==> src/common/pswdg_pkg.sv <==
// Package of constants and carrier types for the diagnosis logic
package pswdg_pkg;

    // ------------------------------------------------------------------
    // Geometry
    // ------------------------------------------------------------------
    localparam int unsigned NCH     = 6;     // Number of power channels
    localparam int unsigned SEL_W   = 3;     // Sense select width

    // ------------------------------------------------------------------
    // Sense select codes
    // ------------------------------------------------------------------
    localparam logic [2:0] SEL_CH0  = 3'h0;  // Channel 0
    localparam logic [2:0] SEL_DIS  = 3'h6;  // Sense output disabled

    // ------------------------------------------------------------------
    // Link frame timing (serial clock rising edges)
    // ------------------------------------------------------------------
    localparam logic [3:0] EDGE_OVL_CLR = 4'h2; // Clear after 2nd edge
    localparam logic [3:0] EDGE_ARM     = 4'h3; // Arm after 3rd edge
    localparam int unsigned CTL_BIT     = 0;    // Clear latch bit pos

    // ------------------------------------------------------------------
    // Wishbone register map (byte addresses)
    // ------------------------------------------------------------------
    localparam logic [7:0] A_CTRL    = 8'h00; // Sense select only
    localparam logic [7:0] A_STAT    = 8'h04; // Error flags, monitor
    localparam logic [7:0] A_IRQ_ST  = 8'h08; // Sticky events, RO
    localparam logic [7:0] A_IRQ_CLR = 8'h0c; // Write one to clear
    localparam logic [7:0] A_IRQ_EN  = 8'h10; // Interrupt enable
    localparam logic [7:0] A_THERM   = 8'h14; // Thermal latch state

    // ------------------------------------------------------------------
    // Field positions and reset values
    // ------------------------------------------------------------------
    localparam int unsigned F_SEL_LSB = 0;    // Select in CTRL[2:0]
    localparam int unsigned F_BYP     = 8;    // Monitor bit in STAT
    localparam logic [2:0] SEL_RST    = 3'h6; // Sense disabled at reset

    // ------------------------------------------------------------------
    // Carrier: per-channel analog-side status
    // ------------------------------------------------------------------
    typedef struct packed {
        logic [NCH-1:0] on_cmd;     // Channel commanded on
        logic [NCH-1:0] ovl;        // Over-load monitor active
        logic [NCH-1:0] ovt;        // Over-temperature detected
        logic [NCH-1:0] vds_low;    // Drain-source below threshold
    } pswdg_chan_s;

endpackage

==> src/rtl/pswdg_core.sv <==
// Diagnosis logic of the multi-channel high-side switch
//
// Design decisions made here: the register offsets and register access over Wishbone.
`timescale 1ns/10ps
// Contract
// - Error flag is thermal OR latched overload
// - Overload latch cleared between edges two, three
// - Thermal latch holds channel off until cleared
// - Thermal flag cleared next frame, armed edge three
// - First diagnosis after clear still shows fault
// - Persistent overload sets flag again immediately
// - Thermal latch kept while channel off
// - Sense off on overcurrent or overtemperature
// - Sense only for selected healthy on channel
// - Multiplexer routes exactly the selected channel
// - Disable setting disconnects all channels
// - On channel faults report error flag one
// - On channel normal cases flag and monitor
// - Off channel flag zero, monitor per voltage (code does not gate the flag with on_cmd; a kept thermal latch still flags)
// - Config bit zero clears all thermal latches
// - Select code zero picks channel zero
// - Select code six disables sense output
// - Monitor bit compares selected drain-source
module pswdg_core (
    // Clock and reset
    input  wire logic                 clk_i,
    input  wire logic                 arst_n_i,
    // Wishbone slave
    input  wire logic                 wb_cyc_i,
    input  wire logic                 wb_stb_i,
    input  wire logic                 wb_we_i,
    input  wire logic [7:0]           wb_adr_i,
    input  wire logic [3:0]           wb_sel_i,
    input  wire logic [31:0]          wb_dat_i,
    output logic      [31:0]          wb_dat_o,
    output logic                      wb_ack_o,
    // Serial link, from the host master
    input  wire logic                 sclk_i,
    input  wire logic                 cs_n_i,
    // Diagnosis frame strobes, from link decoder
    input  wire logic                 diag_tx_i,
    input  wire logic                 hw_cfg_wr_i,
    input  wire logic [3:0]           hw_cfg_dat_i,
    // Power stage status
    input  wire pswdg_pkg::pswdg_chan_s chan_i,
    // Sense path
    output logic [pswdg_pkg::NCH-1:0] gate_en_o,
    output logic [pswdg_pkg::NCH-1:0] sense_en_o,
    output logic                      bypass_monitor_result_o,
    output logic [pswdg_pkg::NCH-1:0] channel_error_flag_o,
    // Interrupt
    output logic                      irq_o
);
    localparam int unsigned N = pswdg_pkg::NCH;

    // ------------------------------------------------------------------
    // Input synchronisers
    // ------------------------------------------------------------------
    logic [1:0]   sclk_s_q;     // Serial clock sync pair
    logic [1:0]   cs_s_q;       // Frame select sync pair
    logic         sclk_d_q;     // Previous synced serial clock
    logic [N-1:0] ovl_s1_q;     // Overload first stage
    logic [N-1:0] ovl_s_q;      // Overload synced
    logic [N-1:0] ovt_s1_q;     // Thermal first stage
    logic [N-1:0] ovt_s_q;      // Thermal synced

    // Two flops on serial clock, frame select, overload and thermal levels
    always_ff @(posedge clk_i or negedge arst_n_i) begin
        if (!arst_n_i) begin
            sclk_s_q <= 2'h0;
            cs_s_q   <= 2'h3;
            sclk_d_q <= 1'b0;
            ovl_s1_q <= '0;
            ovl_s_q  <= '0;
            ovt_s1_q <= '0;
            ovt_s_q  <= '0;
        end else begin
            sclk_s_q <= {sclk_s_q[0], sclk_i};
            cs_s_q   <= {cs_s_q[0], cs_n_i};
            sclk_d_q <= sclk_s_q[1];
            ovl_s1_q <= chan_i.ovl;
            ovl_s_q  <= ovl_s1_q;
            ovt_s1_q <= chan_i.ovt;
            ovt_s_q  <= ovt_s1_q;
        end
    end

    logic sclk_rise;            // Rising serial edge pulse
    logic frame_act;            // Frame in progress
    assign sclk_rise = sclk_s_q[1] & ~sclk_d_q;
    assign frame_act = ~cs_s_q[1];

    // ------------------------------------------------------------------
    // Frame edge counter
    // ------------------------------------------------------------------
    logic [3:0] edge_cnt_q;     // Rising edges seen in this frame

    // Count edges, restart when frame closes
    always_ff @(posedge clk_i or negedge arst_n_i) begin
        if (!arst_n_i) begin
            edge_cnt_q <= 4'h0;
        end else if (!frame_act) begin
            edge_cnt_q <= 4'h0;
        end else if (sclk_rise && edge_cnt_q != 4'hf) begin
            edge_cnt_q <= edge_cnt_q + 4'h1;
        end
    end

    logic at_clr_edge;          // Second edge arriving
    logic at_arm_edge;          // Third edge arriving
    assign at_clr_edge = frame_act && sclk_rise
                         && edge_cnt_q == pswdg_pkg::EDGE_OVL_CLR - 4'h1;
    assign at_arm_edge = frame_act && sclk_rise
                         && edge_cnt_q == pswdg_pkg::EDGE_ARM - 4'h1;

    // ------------------------------------------------------------------
    // Diagnosis frame capture
    // ------------------------------------------------------------------
    logic diag_frm_q;           // Current frame carries diagnosis
    logic ctl_pend_q;           // Clear command seen, awaits next frame
    logic therm_clr_q;          // Thermal flag held clear this frame
    logic ctl_cmd;              // Clear command strobe

    assign ctl_cmd = hw_cfg_wr_i && hw_cfg_dat_i[pswdg_pkg::CTL_BIT];

    // Mark diagnosis frames, cleared at frame end
    always_ff @(posedge clk_i or negedge arst_n_i) begin
        if (!arst_n_i) begin
            diag_frm_q <= 1'b0;
        end else if (diag_tx_i) begin
            diag_frm_q <= 1'b1;
        end else if (!frame_act) begin
            diag_frm_q <= 1'b0;
        end
    end

    // Pending clear spans to the following frame
    always_ff @(posedge clk_i or negedge arst_n_i) begin
        if (!arst_n_i) begin
            ctl_pend_q  <= 1'b0;
            therm_clr_q <= 1'b0;
        end else begin
            if (ctl_cmd) begin
                ctl_pend_q <= 1'b1;
            end else if (ctl_pend_q && frame_act && !therm_clr_q
                         && edge_cnt_q == 4'h0 && sclk_rise) begin
                ctl_pend_q  <= 1'b0;
                therm_clr_q <= 1'b1;
            end
            if (at_arm_edge) begin
                therm_clr_q <= 1'b0;
            end
        end
    end

    // ------------------------------------------------------------------
    // Thermal and overload latches, error flag and gate control
    // ------------------------------------------------------------------
    logic [N-1:0] therm_lat_q;  // Gate-control thermal latch
    logic [N-1:0] therm_flag_q; // Thermal copy in the error flag
    logic [N-1:0] ovl_lat_q;    // Latched overload part

    // Set on heat regardless of on command; only clear command frees
    always_ff @(posedge clk_i or negedge arst_n_i) begin
        if (!arst_n_i) begin
            therm_lat_q <= '0;
        end else begin
            for (int i = 0; i < N; i++) begin
                if (ovt_s_q[i]) begin
                    therm_lat_q[i] <= 1'b1;
                end else if (ctl_cmd) begin
                    therm_lat_q[i] <= 1'b0;
                end
            end
        end
    end

    // Second thermal latch, cleared next frame and rearmed at edge 3
    always_ff @(posedge clk_i or negedge arst_n_i) begin
        if (!arst_n_i) begin
            therm_flag_q <= '0;
        end else begin
            for (int i = 0; i < N; i++) begin
                if (therm_clr_q) begin
                    therm_flag_q[i] <= 1'b0;
                end else if (therm_lat_q[i]) begin
                    therm_flag_q[i] <= 1'b1;
                end
            end
        end
    end

    // Overload latch, set wins over the diagnosis clear
    always_ff @(posedge clk_i or negedge arst_n_i) begin
        if (!arst_n_i) begin
            ovl_lat_q <= '0;
        end else begin
            for (int i = 0; i < N; i++) begin
                if (ovl_s_q[i]) begin
                    ovl_lat_q[i] <= 1'b1;
                end else if (diag_frm_q && at_clr_edge) begin
                    ovl_lat_q[i] <= 1'b0;
                end
            end
        end
    end

    // Per-channel flags are independent bits
    assign channel_error_flag_o = therm_flag_q | ovl_lat_q;
    assign gate_en_o = chan_i.on_cmd & ~therm_lat_q;

    // ------------------------------------------------------------------
    // Sense multiplexer and bypass monitor
    // ------------------------------------------------------------------
    logic [2:0]   sense_channel_select_q; // Sense select field
    logic [N-1:0] healthy;                // On and no failure

    assign healthy = gate_en_o & ~ovl_s_q & ~therm_lat_q;

    // Decode select into a one-hot sense enable
    always_comb begin
        sense_en_o              = '0;
        bypass_monitor_result_o = 1'b0;
        if (sense_channel_select_q != pswdg_pkg::SEL_DIS
            && sense_channel_select_q < 3'(N)) begin
            sense_en_o[sense_channel_select_q] =
                healthy[sense_channel_select_q];
            bypass_monitor_result_o =
                chan_i.vds_low[sense_channel_select_q];
        end
    end

    // ------------------------------------------------------------------
    // Interrupt status, clear, enable
    // ------------------------------------------------------------------
    logic [N-1:0] irq_st_q;     // Sticky new-error events
    logic [N-1:0] irq_en_q;     // Enable mask
    logic [N-1:0] err_d_q;      // Previous flags for edge find
    logic [N-1:0] irq_clr;      // Clear strobe from bus
    logic         wb_wr;        // Write committed at the ack edge

    // Commit only where the master samples ack high
    assign wb_wr   = wb_cyc_i && wb_stb_i && wb_we_i && wb_ack_o;
    assign irq_clr = (wb_wr && wb_adr_i == pswdg_pkg::A_IRQ_CLR
                      && wb_sel_i[0]) ? wb_dat_i[N-1:0] : '0;

    // Rising error flag sets sticky bit; set wins over clear
    always_ff @(posedge clk_i or negedge arst_n_i) begin
        if (!arst_n_i) begin
            err_d_q  <= '0;
            irq_st_q <= '0;
        end else begin
            err_d_q  <= channel_error_flag_o;
            irq_st_q <= (irq_st_q & ~irq_clr)
                        | (channel_error_flag_o & ~err_d_q);
        end
    end

    assign irq_o = |(irq_st_q & irq_en_q);

    // ------------------------------------------------------------------
    // Wishbone slave
    // ------------------------------------------------------------------
    // Control writes and one-cycle acknowledge
    always_ff @(posedge clk_i or negedge arst_n_i) begin
        if (!arst_n_i) begin
            wb_ack_o               <= 1'b0;
            sense_channel_select_q <= pswdg_pkg::SEL_RST;
            irq_en_q               <= '0;
        end else begin
            wb_ack_o <= wb_cyc_i && wb_stb_i && !wb_ack_o;
            if (wb_wr && wb_sel_i[0]) begin
                case (wb_adr_i)
                    pswdg_pkg::A_CTRL: begin
                        sense_channel_select_q <= wb_dat_i[2:0];
                    end
                    pswdg_pkg::A_IRQ_EN: begin
                        irq_en_q <= wb_dat_i[N-1:0];
                    end
                    default: begin
                    end
                endcase
            end
        end
    end

    // Read data registered with the acknowledge; unmapped reads zero
    always_ff @(posedge clk_i or negedge arst_n_i) begin
        if (!arst_n_i) begin
            wb_dat_o <= 32'h0;
        end else if (wb_cyc_i && wb_stb_i && !wb_we_i && !wb_ack_o) begin
            case (wb_adr_i)
                pswdg_pkg::A_CTRL:   wb_dat_o <= {29'h0,
                                                  sense_channel_select_q};
                pswdg_pkg::A_STAT:   wb_dat_o <= {23'h0,
                                                  bypass_monitor_result_o,
                                                  2'h0,
                                                  channel_error_flag_o};
                pswdg_pkg::A_IRQ_ST: wb_dat_o <= {26'h0, irq_st_q};
                pswdg_pkg::A_IRQ_EN: wb_dat_o <= {26'h0, irq_en_q};
                pswdg_pkg::A_THERM:  wb_dat_o <= {26'h0, therm_lat_q};
                default:             wb_dat_o <= 32'h0;
            endcase
        end
    end

    // ------------------------------------------------------------------
    // Assertions
    // ------------------------------------------------------------------
    property p_err_or;
        @(posedge clk_i) disable iff (!arst_n_i)
        ovl_lat_q != '0 |-> channel_error_flag_o != '0;
    endproperty
    a_err_or: assert property (p_err_or) else $error("flag missing");

    property p_ovl_clr;
        @(posedge clk_i) disable iff (!arst_n_i)
        (diag_frm_q && at_clr_edge && ovl_s_q == '0) |=> ovl_lat_q == '0;
    endproperty
    a_ovl_clr: assert property (p_ovl_clr) else $error("ovl kept");

    property p_gate_off;
        @(posedge clk_i) disable iff (!arst_n_i)
        therm_lat_q != '0 |-> (gate_en_o & therm_lat_q) == '0;
    endproperty
    a_gate_off: assert property (p_gate_off) else $error("gate on");

    property p_ctl_clr;
        @(posedge clk_i) disable iff (!arst_n_i)
        (ctl_cmd && ovt_s_q == '0) |=> therm_lat_q == '0;
    endproperty
    a_ctl_clr: assert property (p_ctl_clr) else $error("latch kept");

    property p_arm;
        @(posedge clk_i) disable iff (!arst_n_i)
        at_arm_edge |=> !therm_clr_q;
    endproperty
    a_arm: assert property (p_arm) else $error("not armed");

    property p_ovl_set;
        @(posedge clk_i) disable iff (!arst_n_i)
        ovl_s_q != '0 |=> (ovl_lat_q & $past(ovl_s_q)) == $past(ovl_s_q);
    endproperty
    a_ovl_set: assert property (p_ovl_set) else $error("ovl lost");

    property p_sense_fault;
        @(posedge clk_i) disable iff (!arst_n_i)
        (sense_en_o & (ovl_s_q | therm_lat_q)) == '0;
    endproperty
    a_sense_fault: assert property (p_sense_fault)
        else $error("sense on fault");

    property p_sense_dis;
        @(posedge clk_i) disable iff (!arst_n_i)
        sense_channel_select_q == pswdg_pkg::SEL_DIS |-> sense_en_o == '0;
    endproperty
    a_sense_dis: assert property (p_sense_dis) else $error("not off");

    property p_onehot;
        @(posedge clk_i) disable iff (!arst_n_i)
        $onehot0(sense_en_o);
    endproperty
    a_onehot: assert property (p_onehot) else $error("multi sense");

    c_ovl_clr: cover property (@(posedge clk_i) diag_frm_q && at_clr_edge);
    c_ctl:     cover property (@(posedge clk_i) ctl_cmd ##[1:200] therm_clr_q);
    c_irq:     cover property (@(posedge clk_i) irq_o);
    c_sense:   cover property (@(posedge clk_i) sense_en_o != '0);

endmodule // pswdg_core

==> config.mk <==
export PLATFORM = sky130hd
export DESIGN_NAME = pswdg_core
export DESIGN_NICKNAME = d
export VERILOG_FILES = /design/src/common/pswdg_pkg.sv /design/src/rtl/pswdg_core.sv
export SDC_FILE = /design/constraint.sdc
export NUM_CORES = 1
export LEC_CHECK = 0
export BUFFER_PORTS_ARGS = -buffer_cell sky130_fd_sc_hd__clkbuf_2
export CELL_PAD_IN_SITES_DETAIL_PLACEMENT = 0
export CELL_PAD_IN_SITES_GLOBAL_PLACEMENT = 2
export CORE_MARGIN = 8
export CORE_UTILIZATION = 33
export CTS_CLUSTER_DIAMETER = 150
export DETAILED_ROUTE_END_ITERATION = 8
export PLACE_DENSITY_LB_ADDON = 0.25
export SLEW_MARGIN = 20
export SYNTH_ARGS = -nofsm -noshare
export SYNTH_HDL_FRONTEND = slang
export SYNTH_SLANG_ARGS = --single-unit
==> constraint.sdc <==
create_clock -name clk_i -period 3.2 [get_ports clk_i]
set_input_delay 0.48 -clock clk_i [delete_from_list [all_inputs] [get_ports clk_i]]
set_output_delay 0.48 -clock clk_i [all_outputs]
set_load 0.02 [all_outputs]
==> out/metrics.csv, run 1 <==
metric;value;unit
period_share;74.6;%
drive_above_1_share;32.7;%
cts-resized-gates;0;
post_cts.repair.setup_buffers;0;
fin_skew;0.00939;ns
dpl.hpwl;5.78;mm
hold_viol;0;
worstSetupStartpointType;flop;
power_density;531;nW/um2
r2r_slack;1.29;ns
diodes;0;
row_count;37;
drt-total-wl;7.74;mm
grt_max_degree;84;
grt_pass1_wl;12.8;mm
initial_utilization;33.8;%
path_clk_slew;0.09;ns
slowest_stage;dfrtp_1;
r2r_start;wb_ack_o;
worstPathRequired;2.72;ns
grt_overflow;0;
cp_slowest_stage_delay;0.69;ns
cp-end-kind;primary output;
core;10200;um2
root_buffer;clkbuf_8;
synth.yosys.warnings;0;
num_vias;2223;
cts_buffers;9;
ys_ff_latch;83;
die-width;118;um
cts_hold_buf;0;
port_buffers;76;
cts_buffer_depth;2;
async_reset_ff_share;100;%
drtIter0Drc;93;
cts_tree;yes;
worst_pin_slew;0.740;ns
rsz0062_at_grt;no;
p_total;2.19;mW
fin_crit;2.39;ns
worstReg2RegEnd;wb_dat_o[4];
pre_cts_ws;1.08;ns
wl_per_cell;15.7;um
synth_edf_count;0;
gp_congestion;0.701;
postRouteAntennaNets;0;
power_leakage;1.92;nW
grt_pass1_vias;2464;
synth.distinct_cells;43;
drv_cap;0;
dieHeight;118;um
drv_slew;0;
avgSynthCellArea;12.6;um2
setup_slack;0.814;ns
final_common_cell;dfrtp_1;
antenna_found_initial;0;
ir_drop;0.251;mV
cp.buffers_inverters;1;
rr_worst_depth;3;
dr.pass1.iters;4;
status;complete, no violations;
viasPerCell;4.50;
syn_to_final_growth;19.6;%
setup_viol;0;
mostFrequentLayoutCells;dfrtp_1, clkbuf_2, conb_1;
syn_inst;274;
syn_area;3460;um2
drc;0;
htree_levels;3;
ys_seq_area_share;60.2;%
cp_max_fo;12;
hold_ws;0.154;ns
yosys_most_used_dff;dfrtp_1;
clkLatencyLatePin;0.35;ns
fp.dieArea;14000;um2
relSlewSlack;50.7;%
arrival;1.91;ns
cpLargestDelayFamily;flip-flops;
path_cells;mux2i_1, o21ai_0, a221o_1, clkbuf_2;
max_freq;0.419;GHz
hp-class;input port to asynchronous set/reset pin;
critical_path_class;flop to primary output;
tns;0;ns
num-nets-final;438;
grt_usage;11.4;%
num_io_pins;134;
cts_sinks;83;
[synthesized netlist by cell type, drive strengths merged, types with 4 or more instances]
master | number | share of area (%)
or2 | 7 | 1.3
nor3 | 5 | 0.87
nand2b | 6 | 1.1
or3 | 5 | 0.91
dfrtp | 79 | 57
ha | 4 | 1.4
nor3b | 4 | 1.2
a21o | 13 | 2.8
nand2 | 5 | 0.54
buf | 28 | 5.9
nand3 | 9 | 1.3
nor2b | 13 | 2.4
dfstp | 4 | 3.0
mux2 | 9 | 2.9
nor2 | 21 | 2.3
clkbuf | 4 | 0.43
inv | 10 | 1.1
a221o | 13 | 3.8
[how the worst max path moves through the flow]
stage,startpoint,end,slack [ns],cells after the start
after floorplan,chan_i[21],sense_en_o[3],1.10,2
after global placement,wb_cyc_i,wb_dat_o[0],1.14,5
after detailed placement,wb_cyc_i,wb_dat_o[2],1.08,5
after CTS,sense_channel_select_q[0],bypass_monitor_result_o,0.76,4
after global routing,sense_channel_select_q[0],bypass_monitor_result_o,0.68,4
final,sense_channel_select_q[0],bypass_monitor_result_o,0.81,4
[worst reg2reg max path, delay by kind of cell (launching register included)]
family / cells / cell delay (ns)
AND/OR/NAND/NOR: 2 / 1.19
flip-flops: 1 / 0.41
AO/OA/AOI/OAI: 1 / 0.26
[state kept, by name (all words and copies together), names as in the netlist, 2 cells and up]
signal and flops:
therm_flag_q 6, edge_cnt_q 4, cs_s_q 2, ovl_s_q 6
sclk_s_q 2, ovt_s1_q 6, irq_st_q 6, irq_en_q 6
ovl_lat_q 6, wb_dat_o 7, therm_lat_q 6, ovt_s_q 6
ovl_s1_q 6, err_d_q 6, sense_channel_select_q 3
[cells by family (layout without fill, tap and decap cells)]
group | after synthesis | in the layout | share of synthesized area [%]
other | 1 | 25 | 0.109
AOI/OAI and AO/OA | 38 | 38 | 9.09
buffers and inverters | 42 | 102 | 7.39
xor gates and xnor gates | 3 | 3 | 0.760
adders and majority gates | 4 | 4 | 1.45
and+or+nand+nor | 89 | 89 | 15.5
muxes | 14 | 14 | 5.47
DFF | 83 | 83 | 60.2
[power by group]
group | switching, mW | internal, mW | leakage, nW
clock | 0.385 | 0.524 | 0.116
sequential | 0.0311 | 1.09 | 0.950
combinational | 0.102 | 0.0587 | 0.854
total | 0.518 | 1.68 | 1.92
[per-stage QoR]
step                      cell area [um2]  util (%)  instances
after floorplan                      3550         -        298
after global placement               3880      37.9        478
after detailed placement             3880      37.9        478
after CTS                            4130      40.3        494
after global routing                 4130      40.4        494
final                                4130      40.4        494
[final cells by class]
cell class | instances | area [um2]
multi-input cells | 173 | 1210
fillers | 1021 | 6100
flip-flops and latches | 83 | 2080
well taps | 136 | 170
inverters | 10 | 37.5
clock buffers | 9 | 124
clock inverters | 7 | 123
repair buffers | 76 | 387
[layer usage]
layer	part of all wire (%)	vias to the layer above	wire length [um]	track usage (%)
met5	0	-	0	0
met4	0.83	0	64	3.84
met3	5.2	5	406	3.95
met2	46	72	3550	17.6
met1	48	1074	3720	14.7
li1	-	1072	-	-
Power figures use the tool's default switching activity.
==> run 2: changes to the inputs <==
- CORE_UTILIZATION: 33 -> 30
- clock period: 3.2 -> 2.3 ns (I/O delays scaled with it)
==> out/metrics.csv, run 2 (synthesized netlist as in run 1, its figures left out) <==
metric;value;unit;change
tns;0;ns;unchanged
relSlewSlack;62.3;%;was 50.7%
worst_pin_slew;0.558;ns;was 0.740 ns
row_count;39;;was 37
core;11300;um2;was 10200 um2
num_io_pins;134;;unchanged
cp-end-kind;primary output;;unchanged
fp.dieArea;15200;um2;was 14000 um2
diodes;0;;unchanged
hold_ws;0.000890;ns;was 0.154 ns
largest_register_ffs;7;;unchanged
port_buffers;76;;unchanged
fin_crit;2.12;ns;
cts_hold_buf;0;;unchanged
mostFrequentLayoutCells;dfrtp_1, clkbuf_2, conb_1;;unchanged
dr.pass1.iters;4;;unchanged
cts-resized-gates;0;;unchanged
num-nets-final;441;;was 438
dp.cells;488;;was 478
cts_buffers;9;;unchanged
initial_utilization;30.5;%;was 33.8%
drtIter0Drc;130;;was 93
critical_path_class;flop to primary output;;unchanged
grt_usage;10.7;%;was 11.4%
viasPerCell;4.45;;was 4.50
ir_drop;0.386;mV;was 0.251 mV
setup_viol;0;;unchanged
drv_slew;0;;unchanged
power_leakage;1.98;nW;was 1.92 nW
die-width;123;um;was 118 um
gp_congestion;0.706;;was 0.701
post_cts.repair.setup_buffers;0;;unchanged
arrival;1.78;ns;was 1.91 ns
syn_to_final_growth;22.8;%;was 19.6%
wl_per_cell;15.7;um;about the same
hp-class;input port to asynchronous set/reset pin;;unchanged
cts_sinks;83;;unchanged
power_density;781;nW/um2;was 531 nW/um2
postRouteAntennaNets;0;;unchanged
final_cell_count_no_fill;504;;was 494
fin_skew;0.00453;ns;was 0.00939 ns
final_common_cell;dfrtp_1;;unchanged
cpLargestDelayFamily;flip-flops;;unchanged
clkLatencyLatePin;0.33;ns;was 0.35 ns
slowest_stage;dfstp_2;;was dfrtp_1
worstPathRequired;1.96;ns;was 2.72 ns
antenna_found_initial;0;;unchanged
root_buffer;clkbuf_16;;was clkbuf_8
top_register;wb_dat_o;;unchanged
pre_cts_ws;0.422;ns;was 1.08 ns
grt_pass1_wl;12.6;mm;was 12.8 mm
hold_viol;0;;unchanged
r2r_slack;0.56;ns;was 1.29 ns
n_fill_cell;1143;;was 1021
grt_overflow;0;;unchanged
dpl.hpwl;6.05;mm;was 5.78 mm
rsz0062_at_grt;no;;unchanged
cp.buffers_inverters;1;;unchanged
max_freq;0.471;GHz;
worstSetupStartpointType;flop;;unchanged
drive_above_1_share;33.0;%;was 32.7%
htree_levels;3;;unchanged
grt_max_degree;44;;was 84
path_cells;nand2b_1, nor2_1, a221o_1, clkbuf_2;;was mux2i_1, o21ai_0, a221o_1, clkbuf_2
cts_tree;yes;;unchanged
num_vias;2245;;was 2223
cp_max_fo;6;;was 12
drc;0;;unchanged
cp_slowest_stage_delay;0.58;ns;was 0.69 ns
grt_pass1_vias;2398;;was 2464
dieHeight;123;um;was 118 um
period_share;92.2;%;
setup_slack;0.179;ns;was 0.814 ns
cts_buffer_depth;2;;unchanged
status;complete, no violations;;unchanged
drv_cap;0;;unchanged
path_clk_slew;0.06;ns;was 0.09 ns
drt-total-wl;7.90;mm;was 7.74 mm
[run 2: worst paths after layout]
path | startpoint | to | cells past startpoint
hold reg to reg | sclk_s_q[0] | sclk_s_q[1] | 0
max in group asynchronous | arst_n_i | sense_channel_select_q[1] | 2
setup reg to reg | edge_cnt_q[2] | ovl_lat_q[1] | 3
setup / recovery | sense_channel_select_q[1] | bypass_monitor_result_o | 4
min in group clk_i | cs_n_i | cs_s_q[0] | 1
hold / removal | arst_n_i | err_d_q[5] | 1
[run 2: power by group]
part / internal [mW] / total (mW) / switching (mW)
sequential: 1.52 / 1.57 / 0.0439
clock: 0.954 / 1.52 / 0.563
combinational: 0.0847 / 0.228 / 0.144
[run 2: area by class of cell]
class                   count  area, um2  share of cell area [%]
clock buffers              10        229                    5.40
clock inverters             6       90.1                    2.12
flip-flops and latches     83       2080                    49.1
well taps                 143        179                    4.22
inverters                  10       37.5                   0.884
repair buffers             79        418                    9.85
multi-input cells         173       1210                    28.5
[run 2: routing by layer]
| metal | GRT usage (%) | up-vias | part of all wire [%] |
|---|---|---|---|
| met5 | 0 | - | 0 |
| met4 | 3.16 | 0 | 0.72 |
| met3 | 4.16 | 6 | 8.3 |
| met2 | 16.1 | 80 | 46 |
| met1 | 14.1 | 1086 | 45 |
| li1 | - | 1073 | - |
[run 2: through the flow]
stage / instance area, um2 / utilization (%) / power [mW]
detailed placement: 3930 / 34.7 / 1.83
CTS: 4240 / 37.5 / 3.37
finish: 4240 / 37.5 / 3.31
global placement: 3930 / 34.7 / 1.83
global route: 4240 / 37.5 / 3.47
floorplan: 3550 / - / 1.74
==> run 3: changes to the inputs <==
- CORE_MARGIN: 8 -> 3
- HOLD_SLACK_MARGIN: unset -> 0.1
==> out/metrics.csv, run 3 (synthesized netlist as in run 1, its figures left out) <==
metric;value;unit;change
cp-end-kind;primary output;;unchanged
root_buffer;clkbuf_16;;unchanged
n_fill_cell;1091;;was 1143
syn_to_final_growth;23.1;%;was 22.8%
drc;0;;unchanged
grt_usage;12.2;%;was 10.7%
port_buffers;76;;unchanged
grt_overflow;0;;unchanged
drv_cap;0;;unchanged
max_freq;0.473;GHz;was 0.471 GHz
min-delay-start;chan_i[13];;
grt_max_degree;50;;was 44
die-width;113;um;was 123 um
postRouteAntennaNets;0;;unchanged
fin_skew;0.00602;ns;was 0.00453 ns
num_vias;2253;;was 2245
wl_per_cell;14.9;um;was 15.7 um
grt_pass1_vias;2248;;was 2398
top_register;wb_dat_o;;unchanged
drive_above_1_share;33.1;%;was 33.0%
diodes;0;;unchanged
power_leakage;1.98;nW;about the same
num_io_pins;134;;unchanged
hold_viol;0;;unchanged
r2r_start;edge_cnt_q[2];;unchanged
grt_pass1_wl;12.0;mm;was 12.6 mm
cts_tree;yes;;unchanged
mostFrequentLayoutCells;dfrtp_1, clkbuf_2, conb_1;;unchanged
rsz0062_at_grt;no;;unchanged
drt-total-wl;7.47;mm;was 7.90 mm
worst_pin_slew;0.569;ns;was 0.558 ns
dr.pass1.iters;4;;unchanged
dpl.hpwl;5.58;mm;was 6.05 mm
cp_max_fo;6;;unchanged
hp-class;input port to flop;;was input port to asynchronous set/reset pin
largest_register_ffs;7;;unchanged
register_area;2080;um2;unchanged
cts_buffer_depth;2;;unchanged
cts_buffers;9;;unchanged
worstPathRequired;1.96;ns;about the same
worstSetupStartpointType;flop;;unchanged
drtIter0Drc;69;;was 130
clkLatencyLatePin;0.33;ns;about the same
r2r_slack;0.56;ns;about the same
period_share;91.9;%;was 92.2%
drv_slew;0;;unchanged
final_cell_count_no_fill;503;;was 504
arrival;1.77;ns;was 1.78 ns
p_total;3.27;mW;was 3.31 mW
relSlewSlack;61.6;%;was 62.3%
path_clk_slew;0.06;ns;about the same
dieHeight;113;um;was 123 um
final_common_cell;dfrtp_1;;unchanged
post_cts.repair.setup_buffers;0;;unchanged
tns;0;ns;unchanged
num-nets-final;443;;was 441
fin_crit;2.11;ns;was 2.12 ns
rr_worst_depth;3;;unchanged
setup_viol;0;;unchanged
htree_levels;3;;unchanged
multi_input_area;1210;um2;unchanged
gp_congestion;0.735;;was 0.706
ir_drop;0.395;mV;was 0.386 mV
status;complete, no violations;;unchanged
critical_path_class;flop to primary output;;unchanged
viasPerCell;4.48;;was 4.45
power_density;768;nW/um2;was 781 nW/um2
hold_end;ovl_s1_q[1];;
cts_sinks;83;;unchanged
antenna_found_initial;0;;unchanged
worstReg2RegEnd;ovl_lat_q[2];;was ovl_lat_q[1]
hold_ws;0.117;ns;was 0.000890 ns
core;11000;um2;was 11300 um2
hold_depth;1;;
fp.dieArea;12800;um2;was 15200 um2
row_count;38;;was 39
initial_utilization;31.3;%;was 30.5%
dp.cells;485;;was 488
==> run 3: worst max-delay path by stage <==
stage          slack, ns                       from                      end
2_1_floorplan       0.44             therm_lat_q[5]            sense_en_o[5]
3_3_place_gp        0.44                wb_adr_i[5]              irq_en_q[2]
3_5_place_dp        0.43                wb_adr_i[5]              irq_en_q[2]
4_1_cts             0.16  sense_channel_select_q[1]  bypass_monitor_result_o
5_1_grt             0.08  sense_channel_select_q[0]  bypass_monitor_result_o
6_report            0.19  sense_channel_select_q[1]  bypass_monitor_result_o
==> run 3: routing by layer <==
layer / global-route usage (%) / vias to the layer above / wire (um)
met3: 4.22 / 9 / 506
met2: 19.2 / 81 / 3590
met4: 3.85 / 0 / 93
li1: - / 1083 / -
met1: 15.7 / 1080 / 3280
met5: 0 / - / 0
==> run 3: worst max-delay path, stage by stage, from the launching register on <==
cell,delay [ns]
dfstp_2,0.60
nand2b_1,0.20
nor2_1,0.06
a221o_1,0.40
clkbuf_2,0.18
==> run 3: timing repair <==
| item | CTS | global route |
|---|---|---|
| hold endpoints to repair | 35 | 0 |
| gates resized for setup | 0 | 0 |
| hold buffers | 2 | 0 |
==> run 3: metrics by stage <==
stage	util, %	area, um2	worst slack (ns)
global route	38.6	4250	0.0752
CTS	38.6	4250	0.157
floorplan	-	3550	0.440
finish	38.6	4250	0.186
detailed placement	35.5	3920	0.433
global placement	35.5	3920	0.442
==> run 3: final cells by class <==
cell class / count / area share (%)
Inverter: 10 / 0.883
Clock inverter: 5 / 1.38
Tap cell: 140 / 4.12
Timing Repair Buffer: 81 / 10.3
Multi-Input combinational cell: 173 / 28.4
Clock buffer: 11 / 5.94
Sequential cell: 83 / 49.0
==> run 3: power by group <==
| part | switching, mW | internal (mW) | total, mW |
|---|---|---|---|
| Combinational | 0.145 | 0.0872 | 0.232 |
| Sequential | 0.0427 | 1.52 | 1.57 |
| Clock | 0.567 | 0.901 | 1.47 |
